<file path="src/design/sdsi_pkg.sv">
// constants for the drop counter, drop capture and interrupt registers
// Operation
// count port-two ingress rate-limit drops
// counter read returns value, then zeroes
// counter saturates at all ones
// mask bit one blocks interrupts, resets one
// mask never affects captured pending status
// pending holds two capture slots A, B
// bit 0 marks slot A valid
// slot A port in bits 2:1
// slot A reason uses slot B encoding
// bit 7 slot B pending, reason 13:10
// slot B port in bits 9:8
// reasons 0000, 0001, 0010 defined
// reasons 0011, 0100 defined
// reasons 0101, 0110 defined
// 1001 yellow drop; others reserved, unreported
// pending read clears all fields
// fill slot A, then B, then hold
// irq while slot flagged and unmasked
package sdsi_pkg;
  localparam int          ADDR_W        = 16;
  localparam int          DATA_W        = 32;
  // printed offsets are word indices; byte address is four times
  localparam logic [15:0] IDX_DROP_CNT  = 16'h1c18;
  localparam logic [15:0] IDX_MASK      = 16'h1c20;
  localparam logic [15:0] IDX_PENDING   = 16'h1c21;
  localparam logic [15:0] IDX_EVT_STAT  = 16'h1c22;
  localparam logic [15:0] IDX_EVT_EN    = 16'h1c23;
  localparam logic [15:0] ADR_DROP_CNT  = 16'(IDX_DROP_CNT << 2);
  localparam logic [15:0] ADR_MASK      = 16'(IDX_MASK << 2);
  localparam logic [15:0] ADR_PENDING   = 16'(IDX_PENDING << 2);
  localparam logic [15:0] ADR_EVT_STAT  = 16'(IDX_EVT_STAT << 2);
  localparam logic [15:0] ADR_EVT_EN    = 16'(IDX_EVT_EN << 2);
  localparam logic [31:0] DROP_CNT_RST  = 32'h00000000;
  localparam logic        MASK_RST      = 1'b1;
  localparam logic [2:0]  EVT_EN_RST    = 3'h0;
  // pending field positions
  localparam int          A_VALID_BIT   = 0;
  localparam int          A_PORT_LSB    = 1;
  localparam int          A_REASON_LSB  = 3;
  localparam int          B_PEND_BIT    = 7;
  localparam int          B_PORT_LSB    = 8;
  localparam int          B_REASON_LSB  = 10;
  // event status bits
  localparam int          EVT_CAPTURE   = 0;
  localparam int          EVT_SATURATE  = 1;
  localparam int          EVT_LOST      = 2;
  localparam int          EVT_N         = 3;
  localparam logic [1:0]  PORT_RSVD     = 2'h3;
  typedef enum logic [3:0] {
    RSN_BCAST_LEVEL = 4'b0000,
    RSN_RED         = 4'b0001,
    RSN_NO_BUF      = 4'b0010,
    RSN_NO_DESC     = 4'b0011,
    RSN_NO_DEST     = 4'b0100,
    RSN_RX_ERR      = 4'b0101,
    RSN_DROP_LEVEL  = 4'b0110,
    RSN_YELLOW      = 4'b1001
  } sdsi_reason_e;
endpackage : sdsi_pkg

</file>
<file path="src/design/sdsi_cnt_if.sv">
// link between the register bank and the saturating drop counter
`timescale 1ns/1ns
interface sdsi_cnt_if #(parameter int W = 32);
  logic         inc;
  logic         clr;
  logic [W-1:0] count;
  logic         at_max;
  modport bank (output inc, output clr, input count, input at_max);
  modport ctr  (input inc, input clr, output count, output at_max);
endinterface : sdsi_cnt_if

</file>
<file path="src/design/sdsi_drop_counter.sv">
// saturating clear-on-read drop counter
`timescale 1ns/1ns
module sdsi_drop_counter #(
  parameter int W = 32
) (
  input  wire logic  pclk,
  input  wire logic  presetn,
  sdsi_cnt_if.ctr    cnt
);
  logic [W-1:0] count_q;

  always_ff @(posedge pclk or negedge presetn) begin
    if (!presetn) begin
      count_q <= W'(sdsi_pkg::DROP_CNT_RST);
    end else if (cnt.clr) begin
      // an increment in the clearing cycle is kept
      count_q <= cnt.inc ? W'(1) : '0;
    end else if (cnt.inc && count_q != '1) begin
      count_q <= count_q + W'(1);
    end
  end

  assign cnt.count  = count_q;
  assign cnt.at_max = (count_q == '1);
endmodule : sdsi_drop_counter

</file>
<file path="src/design/sdsi_switch_drop_status_irq.sv">
// register bank: port-two drop counter, drop capture slots and interrupt
`timescale 1ns/1ns
module sdsi_switch_drop_status_irq #(
  parameter int CNT_W = 32
) (
  input  wire logic        pclk,
  input  wire logic        presetn,
  input  wire logic [15:0] paddr,
  input  wire logic        psel,
  input  wire logic        penable,
  input  wire logic        pwrite,
  input  wire logic [31:0] pwdata,
  output logic      [31:0] prdata,
  output logic             pready,
  output logic             pslverr,
  input  wire logic        drop_valid,
  input  wire logic        drop_rate_limited,
  input  wire logic [1:0]  drop_port,
  input  wire logic [3:0]  drop_reason,
  output logic             irq
);
  sdsi_cnt_if #(.W(CNT_W)) cnt ();

  sdsi_drop_counter #(.W(CNT_W)) u_cnt (
    .pclk    (pclk),
    .presetn (presetn),
    .cnt     (cnt)
  );

  logic [31:0] prdata_q;
  logic        pready_q;
  logic        pslverr_q;
  logic        irq_q;
  logic        mask_q;
  logic        a_valid_q;
  logic [1:0]  a_port_q;
  logic [3:0]  a_reason_q;
  logic        b_pend_q;
  logic [1:0]  b_port_q;
  logic [3:0]  b_reason_q;
  logic [sdsi_pkg::EVT_N-1:0] evt_stat_q;
  logic [sdsi_pkg::EVT_N-1:0] evt_en_q;
  logic        sat_seen_q;

  function automatic logic reason_ok(input logic [3:0] r);
    unique case (r)
      sdsi_pkg::RSN_BCAST_LEVEL, sdsi_pkg::RSN_RED, sdsi_pkg::RSN_NO_BUF,
      sdsi_pkg::RSN_NO_DESC, sdsi_pkg::RSN_NO_DEST,
      sdsi_pkg::RSN_RX_ERR, sdsi_pkg::RSN_DROP_LEVEL,
      sdsi_pkg::RSN_YELLOW: reason_ok = 1'b1;
      default:              reason_ok = 1'b0;
    endcase
  endfunction : reason_ok

  function automatic logic is_reg(input logic [15:0] a);
    is_reg = (a == sdsi_pkg::ADR_DROP_CNT) || (a == sdsi_pkg::ADR_MASK) ||
             (a == sdsi_pkg::ADR_PENDING) || (a == sdsi_pkg::ADR_EVT_STAT) ||
             (a == sdsi_pkg::ADR_EVT_EN);
  endfunction : is_reg

  // reads take effect in the setup cycle so read data and clear share one edge
  logic setup_rd;
  logic acc_wr;
  logic rd_cnt;
  logic rd_pend;
  logic drop_ok;
  logic to_a;
  logic to_b;
  logic lost;
  logic sat_rise;
  logic [31:0] pend_word;

  always_comb begin
    setup_rd = psel && !penable && !pwrite;
    acc_wr   = psel && penable && pready_q && pwrite;
    rd_cnt   = setup_rd && paddr == sdsi_pkg::ADR_DROP_CNT;
    rd_pend  = setup_rd && paddr == sdsi_pkg::ADR_PENDING;
    drop_ok  = drop_valid && reason_ok(drop_reason) && drop_port != sdsi_pkg::PORT_RSVD;
    // a cleared pair reopens slot A in the same cycle
    to_a     = drop_ok && (rd_pend || !a_valid_q);
    to_b     = drop_ok && !rd_pend && a_valid_q && !b_pend_q;
    lost     = drop_ok && !to_a && !to_b;
    sat_rise = cnt.at_max && !sat_seen_q;
    pend_word = '0;
    pend_word[sdsi_pkg::A_VALID_BIT] = a_valid_q;
    pend_word[sdsi_pkg::A_PORT_LSB +: 2] = a_port_q;
    pend_word[sdsi_pkg::A_REASON_LSB +: 4] = a_reason_q;
    pend_word[sdsi_pkg::B_PEND_BIT] = b_pend_q;
    pend_word[sdsi_pkg::B_PORT_LSB +: 2] = b_port_q;
    pend_word[sdsi_pkg::B_REASON_LSB +: 4] = b_reason_q;
  end

  assign cnt.inc = drop_valid && drop_rate_limited && drop_port == 2'h2;
  assign cnt.clr = rd_cnt;

  // apb answer: ready in the first access cycle
  always_ff @(posedge pclk or negedge presetn) begin
    if (!presetn) begin
      pready_q  <= 1'b0;
      pslverr_q <= 1'b0;
    end else begin
      pready_q  <= psel && !penable;
      pslverr_q <= psel && !penable && !is_reg(paddr);
    end
  end

  always_ff @(posedge pclk or negedge presetn) begin
    if (!presetn) begin
      prdata_q <= '0;
    end else if (setup_rd) begin
      unique case (paddr)
        sdsi_pkg::ADR_DROP_CNT: prdata_q <= 32'(cnt.count);
        sdsi_pkg::ADR_MASK:     prdata_q <= {31'h0, mask_q};
        sdsi_pkg::ADR_PENDING:  prdata_q <= pend_word;
        sdsi_pkg::ADR_EVT_STAT: prdata_q <= 32'(evt_stat_q);
        sdsi_pkg::ADR_EVT_EN:   prdata_q <= 32'(evt_en_q);
        default:                prdata_q <= '0;
      endcase
    end
  end

  always_ff @(posedge pclk or negedge presetn) begin
    if (!presetn) begin
      mask_q   <= sdsi_pkg::MASK_RST;
      evt_en_q <= sdsi_pkg::EVT_EN_RST;
    end else if (acc_wr) begin
      if (paddr == sdsi_pkg::ADR_MASK) begin
        mask_q <= pwdata[0];
      end
      if (paddr == sdsi_pkg::ADR_EVT_EN) begin
        evt_en_q <= pwdata[sdsi_pkg::EVT_N-1:0];
      end
    end
  end

  // capture is independent of the mask
  always_ff @(posedge pclk or negedge presetn) begin
    if (!presetn) begin
      a_valid_q  <= 1'b0;
      a_port_q   <= 2'h0;
      a_reason_q <= 4'h0;
    end else if (to_a) begin
      a_valid_q  <= 1'b1;
      a_port_q   <= drop_port;
      a_reason_q <= drop_reason;
    end else if (rd_pend) begin
      a_valid_q  <= 1'b0;
      a_port_q   <= 2'h0;
      a_reason_q <= 4'h0;
    end
  end

  always_ff @(posedge pclk or negedge presetn) begin
    if (!presetn) begin
      b_pend_q   <= 1'b0;
      b_port_q   <= 2'h0;
      b_reason_q <= 4'h0;
    end else if (to_b) begin
      b_pend_q   <= 1'b1;
      b_port_q   <= drop_port;
      b_reason_q <= drop_reason;
    end else if (rd_pend) begin
      b_pend_q   <= 1'b0;
      b_port_q   <= 2'h0;
      b_reason_q <= 4'h0;
    end
  end

  always_ff @(posedge pclk or negedge presetn) begin
    if (!presetn) begin
      sat_seen_q <= 1'b0;
    end else begin
      sat_seen_q <= cnt.at_max;
    end
  end

  // sticky events, write one to clear, a new event wins over the clear
  logic [sdsi_pkg::EVT_N-1:0] evt_set;
  logic [sdsi_pkg::EVT_N-1:0] evt_clr;
  always_comb begin
    evt_set = '0;
    evt_set[sdsi_pkg::EVT_CAPTURE]  = to_a || to_b;
    evt_set[sdsi_pkg::EVT_SATURATE] = sat_rise;
    evt_set[sdsi_pkg::EVT_LOST]     = lost;
    evt_clr = (acc_wr && paddr == sdsi_pkg::ADR_EVT_STAT) ?
              pwdata[sdsi_pkg::EVT_N-1:0] : '0;
  end

  always_ff @(posedge pclk or negedge presetn) begin
    if (!presetn) begin
      evt_stat_q <= '0;
    end else begin
      evt_stat_q <= (evt_stat_q & ~evt_clr) | evt_set;
    end
  end

  always_ff @(posedge pclk or negedge presetn) begin
    if (!presetn) begin
      irq_q <= 1'b0;
    end else begin
      irq_q <= !mask_q && (a_valid_q || b_pend_q || |(evt_stat_q & evt_en_q));
    end
  end

  assign prdata  = prdata_q;
  assign pready  = pready_q;
  assign pslverr = pslverr_q;
  assign irq     = irq_q;
endmodule : sdsi_switch_drop_status_irq

</file>
<file path="config.mk">
export PLATFORM = sky130hd
export DESIGN_NAME = sdsi_switch_drop_status_irq
export DESIGN_NICKNAME = d
export VERILOG_FILES = /design/src/design/sdsi_pkg.sv /design/src/design/sdsi_cnt_if.sv /design/src/design/sdsi_drop_counter.sv /design/src/design/sdsi_switch_drop_status_irq.sv
export SDC_FILE = /design/constraint.sdc
export NUM_CORES = 1
export LEC_CHECK = 0
export BUFFER_PORTS_ARGS = -buffer_cell sky130_fd_sc_hd__buf_2
export CAP_MARGIN = 25
export CORE_ASPECT_RATIO = 2
export CORE_MARGIN = 3
export CORE_UTILIZATION = 50
export CTS_CLUSTER_SIZE = 10
export DETAILED_ROUTE_END_ITERATION = 10
export PLACE_DENSITY = 0.8
export SETUP_SLACK_MARGIN = 0.02
export SLEW_MARGIN = 20
export SYNTH_ARGS = -nofsm -noshare
export SYNTH_HDL_FRONTEND = slang
export SYNTH_HIERARCHICAL = 1
export SYNTH_SLANG_ARGS = --single-unit
</file>
<file path="constraint.sdc">
create_clock -name pclk -period 2.2 [get_ports pclk]
set_input_delay 0.55 -clock pclk [delete_from_list [all_inputs] [get_ports pclk]]
set_output_delay 0.55 -clock pclk [all_outputs]
set_load 0.01 [all_outputs]
</file>
==> qor.txt <==
vias per inst - 6.15
post-synthesis cell count - 473
FFs w/ async S/R, synth - 1.00
# fillers - 702
Most used DFF post-synth - dfrtp_1
total power - 3.75 mW
post-synth net total - 535
largest net degree at the start of global routing - 47
final setup vio count - 0
Final period util - 0.976
unrepaired setup endpoints after global routing - false
routability congestion estimate - 0.888
gr ovfl total - 0
Max Clock Skew - 0.00619 ns
IO Port Bufs - 66
CTS Sinks - 89
worst-case clock buffer depth - 2
Seq/Total Area, Yosys - 0.487
type of the worst setup path - flop to flop
wire length per cell - 17.6 µm
CP Max Fanout - 11
GR Util All Layers - 0.243
Critical path origin - u_cnt/cnt.count[16]
core area - 8770 µm²
Tmin final - 2.15 ns
FF+latch count, synth - 89
Hold Violations, Final - 0
HP Class - input port to asynchronous set/reset pin
Die W - 73.6 µm
Nets - 639
worst hold slack - 0.0546 ns
Setup crit end kind - flop
Post-synth EDFFs - 0
Post-Syn Area - 4570 µm²
count of hold-fix buffers inserted at cts - 0
Reg2Reg Setup Slack - 0.05 ns
leakage - 2.57 nW
clock buffer count from CTS - 9
maximum clock rate - 466 MHz
post-synth top area share - 0.482
Root Buffer - clkbuf_16
antenna violations before repair - 0
Synth area leader - dfrtp_1
DRC Markers - 0
Area contributors post-synth - dfrtp_1 48%, nand2_1 5.7%, nand4_1 4.5%
CTS tree - built
Reg-to-Reg Start - u_cnt/cnt.count[16]
first-pass GRT wire length - 19700 µm
layout cells sized above 1 - 0.306
Required @ worst endpoint - 2.47 ns
WL final - 12000 µm
CTS H-tree lvls - 3
clk_lat worst skew - 0.34 ns
Place WS - -0.169 ns
peak supply drop - 0.000594 V
kind of start point of the critical path - flop
Pwr Density - 662 nW/µm²
Worst Tran Pin Value - 0.518 ns
mean post-synth cell area - 9.67 µm²
slew margin rel. - 0.653
routed vias - 4193
initial drt markers - 171
FP Rows - 48
synth warn - 6
DRT antenna net count - 0
CP arrival - 2.42 ns
vias in the first global route - 4294
Synth-to-Final Area Change - 23.8%
1st-pass router iterations - 4
Layout Cells excl Fill - 682
ANT cells - 0
Max Slew Vio Count - 0
dpl cells - 665
status - complete, no violations
clock slew at reported path FFs - 0.06 ns
Starting Density - 0.521
die area - 10400 µm²
number of max-cap violations - 0
io pins - 96
Die H - 141 µm
hpwl dp - 9110 µm
count of cell types in the netlist - 69
final worst slack - 0.0532 ns
[cells by family after synthesis]
logic type | after synthesis | share of synthesized area
flops | 89 | 0.487
simple gates | 226 | 0.277
buf+inv | 32 | 0.0358
mux | 10 | 0.0271
xor+xnor | 6 | 0.0115
compound gates | 109 | 0.158
fa+ha+maj | 1 | 0.00274
[per-layer routing]
layer	GRT usage	vias up	share of wire	wire, µm
met3	0.0443	52	0.039	464
met2	0.463	138	0.59	7120
met1	0.227	2042	0.32	3890
met5	0	-	0	0
li1	-	1961	-	-
met4	0.140	0	0.046	558
[cells in the mapped netlist, types with 8 or more instances]
master	number
dfrtp_1	88
nand2_1	69
nand3_1	33
nand4_1	33
a21oi_1	30
o21ai_0	23
nor2_1	21
or3_1	15
o21ai_1	11
clkbuf_1	10
o21ai_2	10
inv_1	8
[where the power goes]
group	switching (mW)	internal, mW	total [mW]	leakage [nW]
clock network	0.625	1.02	1.65	0.159
logic	0.182	0.143	0.325	1.23
registers	0.0608	1.71	1.77	1.18
total	0.868	2.88	3.75	2.57
[worst max-delay path, stage by stage (launching register included)]
cell     delay (ns)
dfrtp_1        0.43
nand4_1        0.28
nor4_4         0.10
buf_4          0.19
a31o_4         0.27
buf_4          0.17
or4_1          0.48
a21oi_2        0.16
[path summary, 6_finish.rpt]
path / endpoint / depth (start not counted)
max: u_cnt/cnt.count[17] / 7
min: prdata[21] / 1
max reg2reg: u_cnt/cnt.count[17] / 7
min reg2reg: prdata[27] / 2
max in group asynchronous: u_cnt/cnt.count[4] / 2
min in group pclk: pready / 2
[state kept, by name (all words and copies together) (netlist names)]
name             cells
a_port_q             2
a_reason_q           4
a_valid_q            1
b_pend_q             1
b_port_q             2
b_reason_q           4
evt_en_q             3
evt_stat_q           3
irq                  1
mask_q               1
prdata              32
pready               1
pslverr              1
sat_seen_q           1
u_cnt/cnt.count     32
[cell usage in the layout, fill, tap and decap left out, drive strengths merged, types with 7 or more instances in the layout]
cell	synthesis	routed
clkbuf	11	11
nand2	70	70
nor2	21	21
buf	12	117
nand3	34	34
or4	9	9
nor4	7	7
or3	16	16
nor3	8	8
o21ai	44	44
dfrtp	88	88
inv	8	8
nand4	34	34
mux2	9	9
a21oi	31	31
[stage by stage]
stage          TNS (ns)   util  instance area [µm²]
2_1_floorplan     -4.90      -                 4580
3_3_place_gp     -0.829  0.606                 5310
3_5_place_dp      -1.55  0.606                 5310
4_1_cts               0  0.642                 5630
5_1_grt               0  0.646                 5660
6_report              0  0.646                 5660
[cell type report]
| class | instances | area [µm²] | area share |
|---|---|---|---|
| clock buffers | 11 | 243 | 0.0429 |
| clock inverters | 5 | 78.8 | 0.0139 |
| inverters | 8 | 30.0 | 0.00530 |
| multi-input cells | 352 | 2200 | 0.389 |
| flip-flops and latches | 89 | 2230 | 0.394 |
| well taps | 100 | 125 | 0.0221 |
| repair buffers | 117 | 753 | 0.133 |
[timing repair]
item | 4_1_cts | 5_1_grt
setup buffers | 0 | 1
endpoints found under the setup margin | 0 | 12
gates resized for setup | 0 | 3
Power figures use the tool's default switching activity.
